File: config.mk
export PLATFORM = sky130hd
export DESIGN_NAME = psrc_top
export DESIGN_NICKNAME = d
export VERILOG_FILES = /design/src/core/psrc_pkg.sv /design/src/core/psrc_mask_reg.sv /design/src/core/psrc_top.sv
export VERILOG_INCLUDE_DIRS = /design/src /design/src/core
export SDC_FILE = /design/constraint.sdc
export NUM_CORES = 1
export LEC_CHECK = 0
export ABC_CLOCK_PERIOD_IN_PS = 2100
export BUFFER_PORTS_ARGS = -buffer_cell sky130_fd_sc_hd__buf_4
export CAP_MARGIN = 20
export CORE_MARGIN = 10
export CORE_UTILIZATION = 35
export DETAILED_ROUTE_END_ITERATION = 8
export PLACE_DENSITY = 0.72
export RECOVER_POWER = 100
export SLEW_MARGIN = 0
export SYNTH_ARGS = -nofsm -noshare
export SYNTH_HDL_FRONTEND = slang
export SYNTH_SLANG_ARGS = --single-unit
File: constraint.sdc
create_clock -name clk -period 2.1 [get_ports clk]
set_clock_uncertainty 0.15 [all_clocks]
set_input_delay 0.105 -clock clk [delete_from_list [all_inputs] [get_ports clk]]
set_output_delay 0.105 -clock clk [all_outputs]
set_load 0.01 [all_outputs]
File: src/core/psrc_defs.svh
/*
 Register offsets, field positions and reset values of the peripheral
 soft reset control block. Assumes inclusion by bare name.
*/
`ifndef PSRC_DEFS_SVH
`define PSRC_DEFS_SVH

`define PSRC_OFF_REQ_A      12'h040
`define PSRC_OFF_REQ_B      12'h044
`define PSRC_RESET_VAL      32'h0000_0000
`define PSRC_A_PWM_BIT      20
`define PSRC_A_ADC_BIT      16
`define PSRC_A_WDOG_BIT     3
`define PSRC_B_COMP_BIT     24
`define PSRC_B_TMR2_BIT     18
`define PSRC_B_TMR1_BIT     17
`define PSRC_B_TMR0_BIT     16
`define PSRC_B_SSER_BIT     4
`define PSRC_B_ASER1_BIT    1
`define PSRC_B_ASER0_BIT    0
`define PSRC_A_WR_MASK      32'h0011_0008
`define PSRC_B_WR_MASK      32'h0107_0013
`define PSRC_RESP_OKAY      2'h0
`define PSRC_RESP_SLVERR    2'h2

`endif

File: src/core/psrc_pkg.sv
/*
 Types of the peripheral soft reset control block.
 Assumes psrc_defs.svh for the numeric constants.
*/
package psrc_pkg;

   typedef struct packed {
      logic pwm;
      logic adc;
      logic wdog;
   } psrc_a_rst_t;

   typedef struct packed {
      logic       comp;
      logic [2:0] timer;
      logic       sync_serial;
      logic [1:0] async_serial;
   } psrc_b_rst_t;

endpackage : psrc_pkg

File: src/core/psrc_mask_reg.sv
/*
 One 32-bit reset-request register with a write mask.
 Assumes the mask comes from capability and reserved-bit logic on clk.
*/
`timescale 1ns/1ns
`include "psrc_defs.svh"

module psrc_mask_reg (
   input  wire logic        clk,
   input  wire logic        sys_rst,
   input  wire logic        wr_en,
   input  wire logic [31:0] wr_data,
   input  wire logic [3:0]  wr_strb,
   input  wire logic [31:0] wr_mask,
   output logic      [31:0] value_q
);
   logic [31:0] lane_mask;

   always_comb begin
      for (int i = 0; i < 32; i++) begin
         lane_mask[i] = wr_strb[i/8] & wr_mask[i];
      end
   end

   always_ff @(posedge clk) begin
      if (sys_rst) begin
         value_q <= `PSRC_RESET_VAL;
      end else if (wr_en) begin
         // Masked bits keep their value; reserved stay zero
         value_q <= (value_q & ~lane_mask) | (wr_data & lane_mask);
      end
   end
endmodule : psrc_mask_reg

File: src/core/psrc_top.sv
/*
 Peripheral soft reset control: two reset-request registers on AXI4-Lite.
 Assumes capability masks come from logic on clk; peripheral resets are
 taken by logic on the same clock.
*/
// Register access over AXI4-Lite was decided locally.
// Behaviour
// - Register A at 0x040: pulse-width bit 20, converter bit 16, watchdog bit 3.
// - Register A writes are gated by capability mask A.
// - Register B at 0x044: comparator 24, timers 18..16, sync 4, async 1..0.
// - Register B writes are gated by capability mask B.
// - Reserved bits read zero and ignore writes; software preserves them.
`timescale 1ns/1ns
`include "psrc_defs.svh"

module psrc_top (
   input  wire logic                  clk,
   input  wire logic                  sys_rst,
   input  wire logic [11:0]           s_axi_awaddr,
   input  wire logic                  s_axi_awvalid,
   output logic                       s_axi_awready,
   input  wire logic [31:0]           s_axi_wdata,
   input  wire logic [3:0]            s_axi_wstrb,
   input  wire logic                  s_axi_wvalid,
   output logic                       s_axi_wready,
   output logic [1:0]                 s_axi_bresp,
   output logic                       s_axi_bvalid,
   input  wire logic                  s_axi_bready,
   input  wire logic [11:0]           s_axi_araddr,
   input  wire logic                  s_axi_arvalid,
   output logic                       s_axi_arready,
   output logic [31:0]                s_axi_rdata,
   output logic [1:0]                 s_axi_rresp,
   output logic                       s_axi_rvalid,
   input  wire logic                  s_axi_rready,
   input  wire logic [31:0]           capability_mask_a,
   input  wire logic [31:0]           capability_mask_b,
   output psrc_pkg::psrc_a_rst_t      periph_rst_a_q,
   output psrc_pkg::psrc_b_rst_t      periph_rst_b_q
);
   logic        aw_held_q;
   logic [11:0] aw_addr_q;
   logic        w_held_q;
   logic [31:0] w_data_q;
   logic [3:0]  w_strb_q;
   logic        do_write;
   logic        wr_a;
   logic        wr_b;
   logic [31:0] soft_reset_request_a;
   logic [31:0] soft_reset_request_b;
   logic [31:0] wr_mask_a;
   logic [31:0] wr_mask_b;
   logic [31:0] rd_word;
   logic [1:0]  rd_resp;

   // Word indices: the two low address bits never select anything
   localparam logic [9:0] word_req_a = 10'(`PSRC_OFF_REQ_A >> 2);
   localparam logic [9:0] word_req_b = 10'(`PSRC_OFF_REQ_B >> 2);

   // Write address and data accepted in either order
   always_ff @(posedge clk) begin
      if (sys_rst) begin
         aw_held_q <= 1'b0;
         aw_addr_q <= 12'h000;
      end else if (s_axi_awvalid && s_axi_awready) begin
         aw_held_q <= 1'b1;
         aw_addr_q <= s_axi_awaddr;
      end else if (do_write) begin
         aw_held_q <= 1'b0;
      end
   end

   always_ff @(posedge clk) begin
      if (sys_rst) begin
         w_held_q <= 1'b0;
         w_data_q <= 32'h0000_0000;
         w_strb_q <= 4'h0;
      end else if (s_axi_wvalid && s_axi_wready) begin
         w_held_q <= 1'b1;
         w_data_q <= s_axi_wdata;
         w_strb_q <= s_axi_wstrb;
      end else if (do_write) begin
         w_held_q <= 1'b0;
      end
   end

   // Ready only while slot empty and no response pending
   always_ff @(posedge clk) begin
      if (sys_rst) begin
         s_axi_awready <= 1'b0;
      end else begin
         s_axi_awready <= !aw_held_q && !(s_axi_awvalid && s_axi_awready)
                          && !s_axi_bvalid && !do_write;
      end
   end

   always_ff @(posedge clk) begin
      if (sys_rst) begin
         s_axi_wready <= 1'b0;
      end else begin
         s_axi_wready <= !w_held_q && !(s_axi_wvalid && s_axi_wready)
                         && !s_axi_bvalid && !do_write;
      end
   end

   assign do_write = aw_held_q && w_held_q && !s_axi_bvalid;
   assign wr_a     = do_write && (aw_addr_q[11:2] == word_req_a);
   assign wr_b     = do_write && (aw_addr_q[11:2] == word_req_b);

   // Absent units and reserved positions never take a written value
   assign wr_mask_a = capability_mask_a & `PSRC_A_WR_MASK;
   assign wr_mask_b = capability_mask_b & `PSRC_B_WR_MASK;

   always_ff @(posedge clk) begin
      if (sys_rst) begin
         s_axi_bvalid <= 1'b0;
      end else if (do_write) begin
         s_axi_bvalid <= 1'b1;
      end else if (s_axi_bready) begin
         s_axi_bvalid <= 1'b0;
      end
   end

   // Unmapped writes are answered, not dropped, so a master never hangs
   always_ff @(posedge clk) begin
      if (sys_rst) begin
         s_axi_bresp <= `PSRC_RESP_OKAY;
      end else if (do_write) begin
         s_axi_bresp <= (wr_a || wr_b) ? `PSRC_RESP_OKAY : `PSRC_RESP_SLVERR;
      end
   end

   psrc_mask_reg u_req_a (
      .clk     (clk),
      .sys_rst (sys_rst),
      .wr_en   (wr_a),
      .wr_data (w_data_q),
      .wr_strb (w_strb_q),
      .wr_mask (wr_mask_a),
      .value_q (soft_reset_request_a)
   );

   psrc_mask_reg u_req_b (
      .clk     (clk),
      .sys_rst (sys_rst),
      .wr_en   (wr_b),
      .wr_data (w_data_q),
      .wr_strb (w_strb_q),
      .wr_mask (wr_mask_b),
      .value_q (soft_reset_request_b)
   );

   // Read channel: one outstanding read, answer one cycle after accept
   always_ff @(posedge clk) begin
      if (sys_rst) begin
         s_axi_arready <= 1'b0;
      end else begin
         s_axi_arready <= !s_axi_rvalid && !(s_axi_arvalid && s_axi_arready);
      end
   end

   // Decode ahead of the response register keeps rdata a plain flop
   always_comb begin
      rd_word = 32'h0000_0000;
      rd_resp = `PSRC_RESP_SLVERR;
      case (s_axi_araddr[11:2])
         word_req_a: begin
            rd_word = soft_reset_request_a;
            rd_resp = `PSRC_RESP_OKAY;
         end
         word_req_b: begin
            rd_word = soft_reset_request_b;
            rd_resp = `PSRC_RESP_OKAY;
         end
         default: begin
            rd_word = 32'h0000_0000;
            rd_resp = `PSRC_RESP_SLVERR;
         end
      endcase
   end

   always_ff @(posedge clk) begin
      if (sys_rst) begin
         s_axi_rvalid <= 1'b0;
      end else if (s_axi_arvalid && s_axi_arready) begin
         s_axi_rvalid <= 1'b1;
      end else if (s_axi_rready) begin
         s_axi_rvalid <= 1'b0;
      end
   end

   // Payload moves only on acceptance, so it stands until rready
   always_ff @(posedge clk) begin
      if (sys_rst) begin
         s_axi_rdata <= 32'h0000_0000;
         s_axi_rresp <= `PSRC_RESP_OKAY;
      end else if (s_axi_arvalid && s_axi_arready) begin
         s_axi_rdata <= rd_word;
         s_axi_rresp <= rd_resp;
      end
   end

   // Registered copy: reset follows the bit one edge after the register
   always_ff @(posedge clk) begin
      if (sys_rst) begin
         periph_rst_a_q <= '0;
      end else begin
         periph_rst_a_q.pwm  <= soft_reset_request_a[`PSRC_A_PWM_BIT];
         periph_rst_a_q.adc  <= soft_reset_request_a[`PSRC_A_ADC_BIT];
         periph_rst_a_q.wdog <= soft_reset_request_a[`PSRC_A_WDOG_BIT];
      end
   end

   always_ff @(posedge clk) begin
      if (sys_rst) begin
         periph_rst_b_q <= '0;
      end else begin
         periph_rst_b_q.comp <= soft_reset_request_b[`PSRC_B_COMP_BIT];
         periph_rst_b_q.timer <=
            soft_reset_request_b[`PSRC_B_TMR2_BIT:`PSRC_B_TMR0_BIT];
         periph_rst_b_q.sync_serial <= soft_reset_request_b[`PSRC_B_SSER_BIT];
         periph_rst_b_q.async_serial <=
            soft_reset_request_b[`PSRC_B_ASER1_BIT:`PSRC_B_ASER0_BIT];
      end
   end
endmodule : psrc_top

==> flow_summary.json <==
{
  "status": "complete, no violations",
  "dr_total_vias": 2101,
  "grt_pass1_wl_mm": 9.86,
  "rr_worst_depth": 4,
  "routabilityCongestion": 0.729,
  "p_per_area_mw_per_mm2": 787,
  "clkLatencyLatePin_ps": 330,
  "drt_drc_violations_left": 0,
  "dp_slack_ps": 215,
  "wire_per_inst_um": 13.7,
  "hold_path.startpoint": "capability_mask_b[24]",
  "grt_overflow": 0,
  "timing.slew.headroom_pct": 47.0,
  "clk_path_buf_depth": 2,
  "synth_area_leaders": "dfxtp_1, buf_4, nand2_1",
  "worstSetupPathDepth": 6,
  "die_y_um": 102,
  "crit_family": "simple AND/OR/NAND/NOR gates",
  "grt_usage_pct": 11.9,
  "synth_edf_count": 0,
  "wl_mm": 6.31,
  "fmax_ghz": 0.524,
  "cp_max_fo": 6,
  "startpoint_type": "input pin",
  "power_switching_uw": 589,
  "antennaDiodeCount": 0,
  "worst-path-buf-inv": 2,
  "finalSetupViolCount": 0,
  "vias_per_cell": 4.58,
  "path_clk_slew_ps": 60,
  "critPathCaptureType": "register",
  "hold_path_depth": 3,
  "core_area_mm2": 0.00646,
  "fin_tns_setup_ps": 0,
  "hold_viol": 0,
  "grt_pass1_vias": 2109,
  "final.period_utilization_pct": 90.9,
  "clkPwrFrac_pct": 45.2,
  "r2r_start": "aw_addr_q[8]$_SDFFE_PP0P_",
  "worstPathCellList": "dlygate4sd3_1 -> clkbuf_1 -> and4bb_2 -> nand3_1 -> nor3b_1 -> a22o_1",
  "fin_crit_ps": 1910,
  "start_util_pct": 36.7,
  "cp.arrival_ps": 2030,
  "async_reset_ff_share_pct": 0,
  "critPathRequiredTime_ps": 2220,
  "ys_seq_area_share_pct": 50.6,
  "holdWs_ps": 24.7,
  "critPathLaunch": "s_axi_arvalid",
  "core.rowCount": 29,
  "cts_sinks": 60,
  "synth_top_area_share_pct": 50.6,
  "syn_area_mm2": 0.00237,
  "ys_ff_latch": 60,
  "combPwrFrac_pct": 9.8,
  "chipWidth_um": 102,
  "reg2reg_slack_ps": 220,
  "area_growth_pct": 42.1,
  "seqPwrFrac_pct": 45.0,
  "postRouteAntennaNets": 0,
  "synth_cell_types": 34,
  "cts_inserted_buffers": 9,
  "maxCapViolCount": 0,
  "max_stage_delay_ps": 660,
  "antenna_found_initial": 0,
  "netlist_instances": 266,
  "slowest_stage": "nor3b_1",
  "layout-drive-gt1-share_pct": 18.8,
  "max_slew.worst_pin.slew_ps": 793,
  "fin_nets": 508,
  "yosysWarningCount": 0,
  "dieArea_mm2": 0.0105,
  "port-buffer-count": 74,
  "first_pass_iters": 4,
  "fin_ws_ps": 190,
  "synth_area_leader_cell": "dfxtp_1",
  "htreeDepth": 3,
  "synth_ff_type": "dfxtp_1",
  "rsz0062_at_grt": "no",
  "cts_tree": "yes",
  "place.detailed.hpwl_mm": 4.63,
  "vdd.ir_drop.worst_v": 0.000299,
  "cts_setup_buffers": 0,
  "p_sw_share_pct": 22.2,
  "power.leakage_uw": 0.00139,
  "worstSetupPathType": "in2reg",
  "cts-root-buf": "clkbuf_8",
  "drv_slew": 0,
  "drtIter0Drc": 104,
  "grt_max_degree": 53,
  "intPower_uw": 2070,
  "syn_avg_cell_area_um2": 8.92,
  "crit_end": "s_axi_rdata[4]$_SDFFE_PP0P_",
  "hp-class": "in2reg",
  "pin_count": 182
}
-- worst reg2reg max path: stages (launching register included) --
cell and delay [ps]:
dfxtp_1 330, nor4_4 400, nand4_1 230, nor3_1 300, mux2_2 370
-- timing repair --
item | 4_1_cts | 5_1_grt
hold buffers | 35 | 0
resized for setup | 0 | 0
hold endpoints to repair | 35 | 0
-- metal layers --
metal / track usage, % / share of wire [%] / vias up
met5: 0 / 0 / -
met4: 4.45 / 1.4 / 0
met3: 5.26 / 8.4 / 9
met2: 18.9 / 46 / 81
met1: 14.0 / 44 / 940
li1: - / - / 1071
-- per-stage QoR --
stage,area [um^2],utilization [%],total power [uW],std cells
after floorplan,2460,-,1360,290
after global placement,2900,45.0,1430,408
after detailed placement,2900,45.0,1440,408
after CTS,3490,54.0,2680,459
after global routing,3370,52.2,2760,459
final,3370,52.2,2660,459
-- power by group through the flow --
stage / logic (uW) / registers (uW) / clock network [uW]
after floorplan: 139 / 1220 / 0
after global placement: 212 / 1220 / 0
after detailed placement: 215 / 1220 / 0
after CTS: 271 / 1190 / 1220
after global routing: 291 / 1200 / 1270
final: 261 / 1190 / 1200
-- final cells by class --
type                       instances  area [um^2]
multi-input combinational        186          995
timing repair buffer             111          812
sequential                        60         1200
tap                               77         96.3
fill                             619         3090
inverter                           9         33.8
clock inverter                     4         70.1
clock buffer                      12          165
-- placed cells by master, fill, tap and decap left out, drive strengths merged, types with 3 or more instances in the layout --
| cell type | count |
|---|---|
| a21oi | 34 |
| a22o | 8 |
| and4 | 3 |
| buf | 47 |
| clkbuf | 41 |
| conb | 25 |
| dfxtp | 60 |
| dlygate4sd3 | 35 |
| inv | 9 |
| mux2 | 3 |
| nand2 | 50 |
| nand3 | 7 |
| nand4 | 5 |
| nor2 | 3 |
| nor2b | 16 |
| nor3 | 4 |
| nor4 | 4 |
| o21ai | 11 |
-- cell families after synthesis --
| logic type | synth area share (%) |
|---|---|
| AOI/OAI and AO/OA | 13.1 |
| and+or+nand+nor | 23.6 |
| buffers and inverters | 11.0 |
| muxes | 1.58 |
| other | 0.158 |
| DFF | 50.6 |
-- worst min-delay path by stage --
stage | to | slack [ps]
finish | register | 20
global route | register | 30
CTS | register | 20
detailed placement | aw_addr_q[7]$_SDFFE_PP0P_ | 210
global placement | w_data_q[4]$_SDFFE_PP0P_ | 210
floorplan | periph_rst_b_q[6]$_SDFF_PP0_ | 40
-- Yosys cell counts, types with 3 or more instances --
cell	number
dfxtp_1	60
nand2_1	50
a21oi_1	34
buf_4	25
nor2b_1	16
o21ai_0	11
inv_1	9
a22o_1	8
clkbuf_1	7
nand3_1	7
nand4_1	4
nor2_1	3
nor3_1	3
nor4_1	3
Note: power is estimated with default switching activity, not from simulation.
